### src/common/ecd_regs.svh
/*
 * Constants for the opcode decoder: opcode patterns, field values and
 * minimum clock counts. Assumes byte-wide opcodes from a prefetch queue.
 */
`ifndef ECD_REGS_SVH
`define ECD_REGS_SVH

// Segment override prefixes
`define ECD_PFX_CODE 8'h2E
`define ECD_PFX_STACK 8'h36
`define ECD_PFX_DATA 8'h3E
`define ECD_PFX_EXTRA 8'h26
// Repeat prefixes (low bit is the z flag)
`define ECD_PFX_REP 8'hF2
`define ECD_PFX_REP_HI7 7'h79
// Single byte opcodes
`define ECD_OP_CHAR_ADJ_ADD 8'h37
`define ECD_OP_DEC_ADJ_ADD 8'h27
`define ECD_OP_CHAR_ADJ_SUB 8'h3F
`define ECD_OP_DEC_ADJ_SUB 8'h2F
`define ECD_OP_CALL_NEAR 8'hE8
`define ECD_OP_CALL_FAR 8'h9A
`define ECD_OP_JMP_NEAR 8'hE9
`define ECD_OP_JMP_FAR 8'hEA
`define ECD_OP_JMP_SHORT 8'hEB
`define ECD_OP_GRP_FF 8'hFF
// Field positions
`define ECD_W_BIT 0
`define ECD_D_BIT 1
`define ECD_S_BIT 1
// Minimum clock counts and maximum spans
`define ECD_CLK_RM_REG 8'h03
`define ECD_CLK_RM_MEM 8'h0A
`define ECD_CLK_INCDEC_MEM 8'h0F
`define ECD_CLK_INC_SHORT 8'h03
`define ECD_CLK_IMM_REG 8'h04
`define ECD_CLK_IMM_MEM 8'h10
`define ECD_CLK_NEG 8'h03
`define ECD_CLK_MUL_RB 8'h1A
`define ECD_CLK_MUL_RW 8'h23
`define ECD_CLK_MUL_MB 8'h20
`define ECD_CLK_MUL_MW 8'h29
`define ECD_CLK_MUL_SPAN 8'h02
`define ECD_CLK_ADJ_ADD 8'h08
`define ECD_CLK_DADJ 8'h04
`define ECD_CLK_ADJ_SUB 8'h07
`define ECD_CLK_STR_MOVE 8'h0E
`define ECD_CLK_STR_CMP 8'h16
`define ECD_CLK_STR_SCAN 8'h0F
`define ECD_CLK_STR_LOAD 8'h0C
`define ECD_CLK_STR_STORE 8'h0A
`define ECD_CLK_REP_MOVE_BASE 8'h08
`define ECD_CLK_REP_MOVE_STEP 8'h08
`define ECD_CLK_CALL_NEAR 8'h0F
`define ECD_CLK_CALL_FAR 8'h17
`define ECD_CLK_CALL_IND 8'h0D
`define ECD_CLK_CALL_FAR_IND 8'h26
`define ECD_CLK_JMP 8'h0E
`define ECD_CLK_JMP_IND 8'h0B
`define ECD_CLK_JMP_FAR_IND 8'h1A
`define ECD_CLK_EA 8'h04
`define ECD_CLK_HANDSHAKE_MAX 8'h02

`endif

### src/common/ecd_pkg.sv
/*
 * Types for the opcode decoder. Assumes the constants header beside it.
 */
package ecd_pkg;
    // Operation class
    typedef enum logic [4:0] {
        OP_NONE, OP_ADD, OP_ADD_CARRY, OP_INC, OP_DEC, OP_SUB,
        OP_SUB_BORROW, OP_CMP, OP_NEG, OP_NOT, OP_CHAR_ADJ_ADD,
        OP_DEC_ADJ_ADD, OP_CHAR_ADJ_SUB, OP_DEC_ADJ_SUB, OP_MUL, OP_XOR,
        OP_STR_MOVE, OP_STR_CMP, OP_STR_SCAN, OP_STR_LOAD, OP_STR_STORE,
        OP_CALL, OP_JMP, OP_ILLEGAL
    } ecd_op_t;
    // Segment choice: extra, code, stack, data
    typedef enum logic [1:0] {
        SEG_EXTRA, SEG_CODE, SEG_STACK, SEG_DATA
    } ecd_seg_t;
endpackage

### src/core/ecd_clk_calc.sv
/*
 * Repeated string move timing: 8 plus 8 per iteration. Assumes a
 * 16-bit count register value at the input.
 */
`timescale 1ns/10ps
`include "ecd_regs.svh"

module ecd_clk_calc (
    // Count
    input wire logic [15:0] i_count,
    // Result
    output logic [19:0] o_clocks
);
    assign o_clocks = 20'(`ECD_CLK_REP_MOVE_BASE) +
        {1'b0, i_count, 3'h0};
endmodule // ecd_clk_calc

### src/core/ecd_decoder.sv
/*
 * Opcode decoder: consumes bytes from the prefetch queue, tracks prefixes,
 * classifies the instruction and reports its minimum clock count and
 * operand segment. Assumes the queue offers one byte per valid cycle.
 */
`timescale 1ns/10ps
`include "ecd_regs.svh"

module ecd_decoder (
    // Clock and reset
    input wire logic i_clock,
    input wire logic i_resetn,
    input wire logic i_clk_en,
    // Prefetch queue byte and count register value
    input wire logic i_byte_valid,
    input wire logic [7:0] i_byte,
    input wire logic [15:0] i_count_reg,
    // Decode result
    output logic o_valid,
    output ecd_pkg::ecd_op_t o_op,
    output logic o_word,
    output logic o_dir_to_reg,
    output logic o_sign_ext,
    output logic o_mem_operand,
    output logic o_direct_disp,
    output ecd_pkg::ecd_seg_t o_seg,
    output logic o_seg_ovr,
    output logic o_repeat,
    output logic o_repeat_z,
    output logic [7:0] o_min_clocks,
    output logic [7:0] o_max_clocks,
    output logic [19:0] o_rep_clocks
);
    typedef enum logic [1:0] {ST_OPCODE, ST_MODRM} ecd_state_t;

    ecd_state_t state;
    logic [7:0] opc;
    logic ovr_valid;
    ecd_pkg::ecd_seg_t ovr_seg;
    logic rep_valid;
    logic rep_z;

    // Reg field helper, used for several groups
    function automatic logic reg_is(input logic [7:0] m,
                                    input logic [2:0] r);
        reg_is = (m[5:3] == r);
    endfunction

    wire take = i_clk_en && i_byte_valid;
    wire [7:0] b = i_byte;

    wire is_pfx_c = (b == `ECD_PFX_CODE);
    wire is_pfx_s = (b == `ECD_PFX_STACK);
    wire is_pfx_d = (b == `ECD_PFX_DATA);
    wire is_pfx_e = (b == `ECD_PFX_EXTRA);
    wire is_ovr = is_pfx_c | is_pfx_s | is_pfx_d | is_pfx_e;
    wire ecd_pkg::ecd_seg_t pfx_seg = is_pfx_c ? ecd_pkg::SEG_CODE :
        is_pfx_s ? ecd_pkg::SEG_STACK :
        is_pfx_d ? ecd_pkg::SEG_DATA : ecd_pkg::SEG_EXTRA;
    wire is_rep = (b[7:1] == `ECD_PFX_REP_HI7);

    // Opcodes that need a mod/reg/rm byte
    wire needs_modrm =
        (b[7:2] == 6'h00) || (b[7:2] == 6'h04) || (b[7:2] == 6'h0A) ||
        (b[7:2] == 6'h06) || (b[7:2] == 6'h0C) || (b[7:1] == 7'h1D) ||
        (b[7:1] == 7'h1C) || (b[7:2] == 6'h20) || (b[7:1] == 7'h7F) ||
        (b[7:1] == 7'h7B);

    // Single byte decode
    logic [7:0] sb_clk;
    ecd_pkg::ecd_op_t sb_op;
    always_comb begin
        sb_op = ecd_pkg::OP_ILLEGAL;
        sb_clk = 8'h00;
        if (b[7:3] == 5'h08) begin
            sb_op = ecd_pkg::OP_INC;
            sb_clk = `ECD_CLK_INC_SHORT;
        end else if (b[7:3] == 5'h09) begin
            sb_op = ecd_pkg::OP_DEC;
            sb_clk = `ECD_CLK_INC_SHORT;
        end else begin
            case (b)
                `ECD_OP_CHAR_ADJ_ADD: begin
                    sb_op = ecd_pkg::OP_CHAR_ADJ_ADD;
                    sb_clk = `ECD_CLK_ADJ_ADD;
                end
                `ECD_OP_DEC_ADJ_ADD: begin
                    sb_op = ecd_pkg::OP_DEC_ADJ_ADD;
                    sb_clk = `ECD_CLK_DADJ;
                end
                `ECD_OP_CHAR_ADJ_SUB: begin
                    sb_op = ecd_pkg::OP_CHAR_ADJ_SUB;
                    sb_clk = `ECD_CLK_ADJ_SUB;
                end
                `ECD_OP_DEC_ADJ_SUB: begin
                    sb_op = ecd_pkg::OP_DEC_ADJ_SUB;
                    sb_clk = `ECD_CLK_DADJ;
                end
                `ECD_OP_CALL_NEAR: begin
                    sb_op = ecd_pkg::OP_CALL;
                    sb_clk = `ECD_CLK_CALL_NEAR;
                end
                `ECD_OP_CALL_FAR: begin
                    sb_op = ecd_pkg::OP_CALL;
                    sb_clk = `ECD_CLK_CALL_FAR;
                end
                `ECD_OP_JMP_SHORT, `ECD_OP_JMP_NEAR,
                `ECD_OP_JMP_FAR: begin
                    sb_op = ecd_pkg::OP_JMP;
                    sb_clk = `ECD_CLK_JMP;
                end
                default: begin
                    sb_op = ecd_pkg::OP_ILLEGAL;
                    sb_clk = 8'h00;
                end
            endcase
            case (b[7:1])
                7'h02: sb_op = ecd_pkg::OP_ADD;
                7'h0A: sb_op = ecd_pkg::OP_ADD_CARRY;
                7'h16: sb_op = ecd_pkg::OP_SUB;
                7'h0E: sb_op = ecd_pkg::OP_SUB_BORROW;
                7'h1E: sb_op = ecd_pkg::OP_CMP;
                7'h1A: sb_op = ecd_pkg::OP_XOR;
                7'h52: sb_op = ecd_pkg::OP_STR_MOVE;
                7'h53: sb_op = ecd_pkg::OP_STR_CMP;
                7'h57: sb_op = ecd_pkg::OP_STR_SCAN;
                7'h56: sb_op = ecd_pkg::OP_STR_LOAD;
                7'h55: sb_op = ecd_pkg::OP_STR_STORE;
                default: sb_op = sb_op;
            endcase
            case (b[7:1])
                7'h02, 7'h0A, 7'h16, 7'h0E, 7'h1E, 7'h1A:
                    sb_clk = `ECD_CLK_IMM_REG;
                7'h52: sb_clk = `ECD_CLK_STR_MOVE;
                7'h53: sb_clk = `ECD_CLK_STR_CMP;
                7'h57: sb_clk = `ECD_CLK_STR_SCAN;
                7'h56: sb_clk = `ECD_CLK_STR_LOAD;
                7'h55: sb_clk = `ECD_CLK_STR_STORE;
                default: sb_clk = sb_clk;
            endcase
        end
    end

    // Second byte decode for mod/reg/rm forms
    wire is_reg_op = (b[7:6] == 2'h3);
    wire is_mem = !is_reg_op;
    logic [7:0] mr_clk;
    ecd_pkg::ecd_op_t mr_op;
    always_comb begin
        mr_op = ecd_pkg::OP_ILLEGAL;
        mr_clk = is_mem ? `ECD_CLK_RM_MEM : `ECD_CLK_RM_REG;
        case (opc[7:2])
            6'h00: mr_op = ecd_pkg::OP_ADD;
            6'h04: mr_op = ecd_pkg::OP_ADD_CARRY;
            6'h0A: mr_op = ecd_pkg::OP_SUB;
            6'h06: mr_op = ecd_pkg::OP_SUB_BORROW;
            6'h0C: mr_op = ecd_pkg::OP_XOR;
            6'h0E: mr_op = ecd_pkg::OP_CMP;
            // Immediate group, 1000000w only for xor
            6'h20: begin
                mr_clk = is_mem ? `ECD_CLK_IMM_MEM : `ECD_CLK_IMM_REG;
                if (reg_is(b, 3'h0))
                    mr_op = ecd_pkg::OP_ADD;
                else if (reg_is(b, 3'h2))
                    mr_op = ecd_pkg::OP_ADD_CARRY;
                else if (reg_is(b, 3'h5))
                    mr_op = ecd_pkg::OP_SUB;
                else if (reg_is(b, 3'h3))
                    mr_op = ecd_pkg::OP_SUB_BORROW;
                else if (reg_is(b, 3'h7))
                    mr_op = ecd_pkg::OP_CMP;
                else if (reg_is(b, 3'h6) && !opc[`ECD_S_BIT])
                    mr_op = ecd_pkg::OP_XOR;
            end
            6'h3D: if (opc[1]) begin
                if (reg_is(b, 3'h3)) begin
                    mr_op = ecd_pkg::OP_NEG;
                    mr_clk = is_mem ? `ECD_CLK_RM_MEM : `ECD_CLK_NEG;
                end else if (reg_is(b, 3'h2))
                    mr_op = ecd_pkg::OP_NOT;
                else if (reg_is(b, 3'h4)) begin
                    mr_op = ecd_pkg::OP_MUL;
                    mr_clk = is_mem ?
                        (opc[0] ? `ECD_CLK_MUL_MW : `ECD_CLK_MUL_MB) :
                        (opc[0] ? `ECD_CLK_MUL_RW : `ECD_CLK_MUL_RB);
                end
            end
            6'h3F: if (opc[1]) begin
                mr_clk = is_mem ? `ECD_CLK_INCDEC_MEM : `ECD_CLK_RM_REG;
                if (reg_is(b, 3'h0))
                    mr_op = ecd_pkg::OP_INC;
                else if (reg_is(b, 3'h1))
                    mr_op = ecd_pkg::OP_DEC;
                else if (opc[0] && reg_is(b, 3'h2)) begin
                    mr_op = ecd_pkg::OP_CALL;
                    mr_clk = `ECD_CLK_CALL_IND;
                end else if (opc[0] && reg_is(b, 3'h4)) begin
                    mr_op = ecd_pkg::OP_JMP;
                    mr_clk = `ECD_CLK_JMP_IND;
                end else if (opc[0] && reg_is(b, 3'h3) && is_mem) begin
                    mr_op = ecd_pkg::OP_CALL;
                    mr_clk = `ECD_CLK_CALL_FAR_IND;
                end else if (opc[0] && reg_is(b, 3'h5) && is_mem) begin
                    mr_op = ecd_pkg::OP_JMP;
                    mr_clk = `ECD_CLK_JMP_FAR_IND;
                end
            end
            default: mr_op = ecd_pkg::OP_ILLEGAL;
        endcase
    end

    // address time is inside the listed counts, nothing added
    // memory forms may run two clocks past the minimum; multiply adds two more in both forms
    wire [7:0] mr_max = is_mem ? mr_clk + `ECD_CLK_HANDSHAKE_MAX : mr_clk;
    wire is_mul_op = (mr_op == ecd_pkg::OP_MUL);
    wire [7:0] mr_max_all = is_mul_op ? mr_max + `ECD_CLK_MUL_SPAN : mr_max;

    // String destination through the destination index register
    wire sb_str = (sb_op == ecd_pkg::OP_STR_MOVE) ||
        (sb_op == ecd_pkg::OP_STR_STORE) ||
        (sb_op == ecd_pkg::OP_STR_SCAN) || (sb_op == ecd_pkg::OP_STR_CMP);
    wire sb_mem = sb_str || (sb_op == ecd_pkg::OP_STR_LOAD);

    ecd_pkg::ecd_seg_t seg_mr;
    ecd_pkg::ecd_seg_t seg_str;
    logic direct_mr;
    ecd_seg_sel u_seg_mr (
        .i_mod(b[7:6]),
        .i_rm(b[2:0]),
        .i_is_dest_string(1'b0),
        .i_ovr_valid(ovr_valid),
        .i_ovr_seg(ovr_seg),
        .o_seg(seg_mr),
        .o_direct_disp(direct_mr)
    );
    ecd_seg_sel u_seg_str (
        .i_mod(2'h0),
        .i_rm(3'h4),
        .i_is_dest_string(sb_str),
        .i_ovr_valid(ovr_valid),
        .i_ovr_seg(ovr_seg),
        .o_seg(seg_str),
        .o_direct_disp()
    );
    logic [19:0] rep_clk;
    ecd_clk_calc u_rep (
        .i_count(i_count_reg),
        .o_clocks(rep_clk)
    );

    wire first_done = (state == ST_OPCODE) && !is_ovr && !is_rep &&
        !needs_modrm;
    wire second_done = (state == ST_MODRM);
    wire rep_move = rep_valid && (sb_op == ecd_pkg::OP_STR_MOVE);

    // Sequencer and prefix memory
    always_ff @(posedge i_clock) begin
        if (!i_resetn) begin
            state <= ST_OPCODE;
            opc <= 8'h00;
            ovr_valid <= 1'b0;
            ovr_seg <= ecd_pkg::SEG_DATA;
            rep_valid <= 1'b0;
            rep_z <= 1'b0;
        end else if (take) begin
            case (state)
                ST_OPCODE: begin
                    if (is_ovr) begin
                        ovr_valid <= 1'b1;
                        ovr_seg <= pfx_seg;
                    end else if (is_rep) begin
                        rep_valid <= 1'b1;
                        rep_z <= b[0];
                    end else if (needs_modrm) begin
                        opc <= b;
                        state <= ST_MODRM;
                    end else begin
                        ovr_valid <= 1'b0;
                        rep_valid <= 1'b0;
                    end
                end
                ST_MODRM: begin
                    state <= ST_OPCODE;
                    ovr_valid <= 1'b0;
                    rep_valid <= 1'b0;
                end
                default: state <= ST_OPCODE;
            endcase
        end
    end

    // Registered result, one pulse per instruction
    always_ff @(posedge i_clock) begin
        if (!i_resetn) begin
            o_valid <= 1'b0;
            o_op <= ecd_pkg::OP_NONE;
            o_word <= 1'b0;
            o_dir_to_reg <= 1'b0;
            o_sign_ext <= 1'b0;
            o_mem_operand <= 1'b0;
            o_direct_disp <= 1'b0;
            o_seg <= ecd_pkg::SEG_DATA;
            o_seg_ovr <= 1'b0;
            o_repeat <= 1'b0;
            o_repeat_z <= 1'b0;
            o_min_clocks <= 8'h00;
            o_max_clocks <= 8'h00;
            o_rep_clocks <= 20'h00000;
        end else if (i_clk_en) begin
            o_valid <= take && (first_done || second_done);
            if (take && second_done) begin
                o_op <= mr_op;
                o_word <= opc[`ECD_W_BIT];
                o_dir_to_reg <= opc[`ECD_D_BIT] && (opc[7:6] == 2'h0);
                o_sign_ext <= opc[`ECD_S_BIT] && (opc[7:2] == 6'h20);
                o_mem_operand <= is_mem;
                o_direct_disp <= direct_mr;
                o_seg <= seg_mr;
                o_seg_ovr <= ovr_valid;
                o_repeat <= 1'b0;
                o_repeat_z <= 1'b0;
                o_min_clocks <= mr_clk;
                o_max_clocks <= mr_max_all;
                o_rep_clocks <= 20'h00000;
            end else if (take && first_done) begin
                o_op <= sb_op;
                o_word <= b[`ECD_W_BIT];
                o_dir_to_reg <= 1'b0;
                o_sign_ext <= 1'b0;
                o_mem_operand <= sb_mem;
                o_direct_disp <= 1'b0;
                o_seg <= seg_str;
                o_seg_ovr <= ovr_valid && !sb_str;
                o_repeat <= rep_valid && sb_mem;
                o_repeat_z <= rep_z;
                o_min_clocks <= sb_clk;
                o_max_clocks <= sb_mem ? sb_clk + `ECD_CLK_HANDSHAKE_MAX
                    : sb_clk;
                o_rep_clocks <= rep_move ? rep_clk : 20'h00000;
            end
        end
    end

    // Checks
    property p_short_inc;
        @(posedge i_clock) disable iff (!i_resetn)
        (i_clk_en && take && state == ST_OPCODE && b[7:4] == 4'h4)
        |=> (o_valid && o_min_clocks == 8'h03);
    endproperty
    a_short_inc: assert property (p_short_inc) else $error("inc time");
    property p_mul_range;
        @(posedge i_clock) disable iff (!i_resetn)
        (o_op == ecd_pkg::OP_MUL && o_valid)
        |-> (o_max_clocks == o_min_clocks + 8'h02 ||
             o_max_clocks == o_min_clocks + 8'h04);
    endproperty
    a_mul_range: assert property (p_mul_range) else $error("mul span");
    property p_str_dest;
        @(posedge i_clock) disable iff (!i_resetn)
        (o_valid && o_op == ecd_pkg::OP_STR_MOVE)
        |-> (o_seg == ecd_pkg::SEG_EXTRA);
    endproperty
    a_str_dest: assert property (p_str_dest) else $error("dest seg");
    property p_jmp_time;
        @(posedge i_clock) disable iff (!i_resetn)
        (i_clk_en && take && state == ST_OPCODE &&
         b == `ECD_OP_JMP_SHORT) |=> (o_valid && o_min_clocks == 8'h0E);
    endproperty
    a_jmp_time: assert property (p_jmp_time) else $error("jmp time");
    property p_far_ind;
        @(posedge i_clock) disable iff (!i_resetn)
        (i_clk_en && take && state == ST_MODRM && opc == 8'hFF &&
         b[5:3] == 3'h5 && b[7:6] == 2'h3)
        |=> (o_op == ecd_pkg::OP_ILLEGAL);
    endproperty
    a_far_ind: assert property (p_far_ind) else $error("far ind");
    property p_direct;
        @(posedge i_clock) disable iff (!i_resetn)
        (o_valid && o_direct_disp) |-> o_mem_operand;
    endproperty
    a_direct: assert property (p_direct) else $error("direct");
    property p_pfx;
        @(posedge i_clock) disable iff (!i_resetn)
        (i_clk_en && take && state == ST_OPCODE && b == `ECD_PFX_STACK)
        |=> ovr_valid && ovr_seg == ecd_pkg::SEG_STACK && !o_valid;
    endproperty
    a_pfx: assert property (p_pfx) else $error("prefix");
    property p_rep;
        @(posedge i_clock) disable iff (!i_resetn)
        (o_valid && o_repeat && o_op == ecd_pkg::OP_STR_MOVE)
        |-> (o_rep_clocks == 20'(8) + {1'b0, $past(i_count_reg), 3'h0});
    endproperty
    a_rep: assert property (p_rep) else $error("rep time");
    c_mul: cover property (@(posedge i_clock) o_valid &&
        o_op == ecd_pkg::OP_MUL);
    c_rep: cover property (@(posedge i_clock) o_valid && o_repeat);
    c_call: cover property (@(posedge i_clock) o_valid &&
        o_op == ecd_pkg::OP_CALL);
endmodule // ecd_decoder

### src/core/ecd_seg_sel.sv
/*
 * Segment selector for the memory operand. Assumes mod and r/m from a
 * decoded operand byte and an optional pending override.
 */
`timescale 1ns/10ps
`include "ecd_regs.svh"

module ecd_seg_sel (
    // Operand fields
    input wire logic [1:0] i_mod,
    input wire logic [2:0] i_rm,
    input wire logic i_is_dest_string,
    // Override
    input wire logic i_ovr_valid,
    input wire ecd_pkg::ecd_seg_t i_ovr_seg,
    // Result
    output ecd_pkg::ecd_seg_t o_seg,
    output logic o_direct_disp
);
    // Direct displacement form bypasses register sums
    assign o_direct_disp = (i_mod == 2'h0) && (i_rm == 3'h6);
    // Base pointer forms: rm 010, 011, and 110 unless direct
    wire uses_base_ptr = (i_mod != 2'h3) &&
        ((i_rm == 3'h2) || (i_rm == 3'h3) ||
         ((i_rm == 3'h6) && !o_direct_disp));
    wire ecd_pkg::ecd_seg_t dflt_seg = uses_base_ptr ?
        ecd_pkg::SEG_STACK : ecd_pkg::SEG_DATA;
    assign o_seg = i_is_dest_string ? ecd_pkg::SEG_EXTRA :
        (i_ovr_valid ? i_ovr_seg : dflt_seg);
endmodule // ecd_seg_sel

### config.mk
export PLATFORM = sky130hd
export DESIGN_NAME = ecd_decoder
export DESIGN_NICKNAME = d
export VERILOG_FILES = /design/src/common/ecd_pkg.sv /design/src/core/ecd_clk_calc.sv /design/src/core/ecd_decoder.sv /design/src/core/ecd_seg_sel.sv
export VERILOG_INCLUDE_DIRS = /design/src /design/src/common
export SDC_FILE = /design/constraint.sdc
export NUM_CORES = 1
export LEC_CHECK = 0
export ABC_AREA = 1
export BUFFER_PORTS_ARGS = -buffer_cell sky130_fd_sc_hd__buf_2
export CAP_MARGIN = 20
export CORE_AREA = 10 10 109 111
export CTS_CLUSTER_SIZE = 16
export DETAILED_ROUTE_END_ITERATION = 8
export DIE_AREA = 0 0 119 121
export HOLD_SLACK_MARGIN = 0.1
export PLACE_DENSITY_LB_ADDON = 0.05
export SLEW_MARGIN = 20
export SYNTH_ARGS = -nofsm -noshare
export SYNTH_HDL_FRONTEND = slang
export SYNTH_HIERARCHICAL = 1
export SYNTH_SLANG_ARGS = --single-unit
### constraint.sdc
create_clock -name i_clock -period 3.01 [get_ports i_clock]
set_input_delay 0.602 -clock i_clock [delete_from_list [all_inputs] [get_ports i_clock]]
set_output_delay 0.602 -clock i_clock [all_outputs]
set_load 0.02 [all_outputs]
==> results_dict.tcl <==
set metrics [dict create \
    outcome "finished clean" \
    synth_cells 749 \
    worstHoldPathCells 2 \
    maxCapViolations 0 \
    cts_resized 0 \
    fp.coreArea_mm2 0.00964 \
    worst-path-max-fanout 8 \
    final_max_slew_viol_count 0 \
    power.total_uw 1880 \
    cts_tree "built" \
    drc 0 \
    antenna_found_initial 0 \
    worst_clock_skew_ns 0.0143 \
    drive_above_1_share_pct 22.1 \
    hp-start "o_max_clocks[7]" \
    cp-end-kind "flip-flop" \
    holdPathEnd "o_max_clocks[7]" \
    clk_pin_slew_worst_paths_ns 0.07 \
    combPwrFrac_pct 19.4 \
    p_clk_share_pct 34.5 \
    timing.final.crit_share_pct 87.1 \
    crit_arrival_ns 2.86 \
    dieArea_mm2 0.0144 \
    switching_share_pct 32.7 \
    path_class "flip-flop to flip-flop" \
    cts_buffers 9 \
    final_nets 861 \
    hold_viol 0 \
    first_pass_iters 6 \
    hold_buffers 0 \
    timing.setup.tns_ns 0 \
    grt_pass1_wl_um 24200 \
    rrSetupSlack_ns 0.39 \
    hpwl_um 11800 \
    areaGrowthSynthToFinish_pct 14.4 \
    top_register "o_rep_clocks" \
    clock-sinks 63 \
    routed_via_density 5.28 \
    syn_area_mm2 0.00473 \
    die_w_um 119 \
    worstRegToRegCells 16 \
    largestRegisters "o_rep_clocks x20, o_max_clocks x8, opc x8" \
    grt_setup_unrepaired "false" \
    cp.required_ns 3.25 \
    crit_chain "nand2_1 -> nor2_2 -> nand2_2 -> nand2_4 -> nand2_1 -> nor2_1 -> nand2_1 -> o21ai_0 -> ha_1 -> a21oi_2 -> inv_1 -> ha_1 -> o21ai_0 -> nand3_1 -> nand2_1 -> inv_1" \
    relSlewSlack_pct 66.0 \
    path_common_cell "nand2_1" \
    fillers 1013 \
    port_buffers 77 \
    p_int_uw 1260 \
    drt_iter0_drc 386 \
    r2r-end "o_max_clocks[2]" \
    cts-root-buf "clkbuf_8" \
    insertion_delay_ns 0.34 \
    grt_overflow 0 \
    hold_path_class "flip-flop to flip-flop" \
    die_h_um 121 \
    cts_max_path_buffers 2 \
    yosysWarningCount 6 \
    io_pins 80 \
    grt_max_degree 40 \
    leakage_uw 0.00265 \
    critPathMaxStageDelay_ns 0.51 \
    largest_reg_flops 20 \
    powerDensity_mw_per_mm2 347 \
    seqPwrFrac_pct 46.2 \
    max_freq_mhz 381 \
    path_buf_inv 2 \
    wire_per_inst_um 15.3 \
    num_antenna_cells 0 \
    cts_setup_buffers 0 \
    p_sw_uw 613 \
    gp_congestion 0.974 \
    finalSetupViolCount 0 \
    wirelength_um 14800 \
    syn_avg_cell_area_um2 6.31 \
    r2r-start "opc[5]" \
    tightest_slew_ns 0.509 \
    antenna_left 0 \
    grtUsageTotal_pct 20.1 \
    rows 36 \
    crit_slowest_cell "dfxtp_1" \
    htreeDepth 3 \
    initial_core_util_pct 49.0 \
    path_delay_family "simple AND/OR/NAND/NOR gates" \
    period_needed_ns 2.62 \
    critPathLaunchType "flip-flop" \
    irDropWorstVdd_v 0.000181 \
    grt_pass1_vias 4921 \
    vias 5097 \
]
cell usage in the layout (no fill, tap or decap), types with 3 or more instances in the layout:
cell	instances
xnor2_1	4
inv_1	76
ha_1	6
nand3b_1	4
o21ai_0	31
nor2_4	7
dfxtp_1	63
or2_2	4
clkbuf_8	9
nand4_1	35
conb_1	14
o21ai_1	9
nor3_1	5
nand2_1	187
a31oi_1	10
nor3_2	3
a21oi_1	56
xor2_1	4
buf_4	15
nand2_4	5
nand3_1	56
nand3_2	10
o211ai_1	6
o21bai_1	3
inv_2	10
nand2_2	14
nor2_2	14
nor2_1	71
clkinv_2	4
buf_2	77
worst max-delay path by stage:
stage | endpoint | slack (ns) | cells past startpoint | start
CTS | o_max_clocks[4] | 0.41 | 20 | opc[5]
finish | o_max_clocks[2] | 0.39 | 16 | opc[5]
detailed placement | o_max_clocks[2] | 0.1 | 16 | i_byte[5]
floorplan | o_max_clocks[2] | 0.44 | 16 | i_byte[5]
global route | o_max_clocks[4] | 0.07 | 20 | opc[5]
global placement | o_max_clocks[2] | 0.18 | 16 | i_byte[5]
worst reg2reg max path, cell delays in order (launching register included):
cell     delay [ns]
dfxtp_1        0.51
nand2_1        0.13
nor2_2         0.13
nand2_2        0.09
nand2_4        0.11
nand2_1        0.09
nor2_1         0.10
nand2_1        0.07
o21ai_0        0.13
ha_1           0.29
a21oi_2        0.14
inv_1          0.08
ha_1           0.28
o21ai_0        0.17
nand3_1        0.09
nand2_1        0.07
inv_1          0.04
layer usage:
metal | GRT usage, % | vias up | wire length [um]
li1 | - | 2593 | -
met4 | 6.26 | 0 | 217
met1 | 24.9 | 2346 | 6750
met5 | 0 | - | 0
met2 | 34.0 | 140 | 6970
met3 | 4.47 | 18 | 828
through the flow:
| stage | area (um^2) | hold slack, ns | utilization (%) | instances | worst slack (ns) |
|---|---|---|---|---|---|
| CTS | 5410 | 0.446 | 56.1 | 965 | 0.414 |
| global placement | 5240 | 0.423 | 54.4 | 949 | 0.179 |
| finish | 5410 | 0.443 | 56.1 | 965 | 0.387 |
| floorplan | 4770 | 0.434 | - | 760 | 0.437 |
| detailed placement | 5240 | 0.431 | 54.4 | 949 | 0.0960 |
| global route | 5410 | 0.473 | 56.1 | 965 | 0.0699 |
power by group through the flow:
| stage | Clock [uW] | Combinational (uW) | Sequential (uW) |
|---|---|---|---|
| 2_1_floorplan | 0 | 236 | 904 |
| 3_3_place_gp | 0 | 361 | 885 |
| 3_5_place_dp | 0 | 362 | 885 |
| 4_1_cts | 671 | 363 | 866 |
| 5_1_grt | 707 | 404 | 869 |
| 6_report | 647 | 363 | 867 |
final cells by class:
cell class / count / area, um^2 / share of cell area (%)
multi-input cells: 571 / 2940 / 54.4
flip-flops and latches: 63 / 1260 / 23.3
repair buffers: 94 / 538 / 9.95
inverters: 88 / 335 / 6.20
well taps: 133 / 166 / 3.08
clock buffers: 10 / 128 / 2.36
clock inverters: 6 / 37.5 / 0.694
Note: power is estimated with default switching activity, not from simulation.
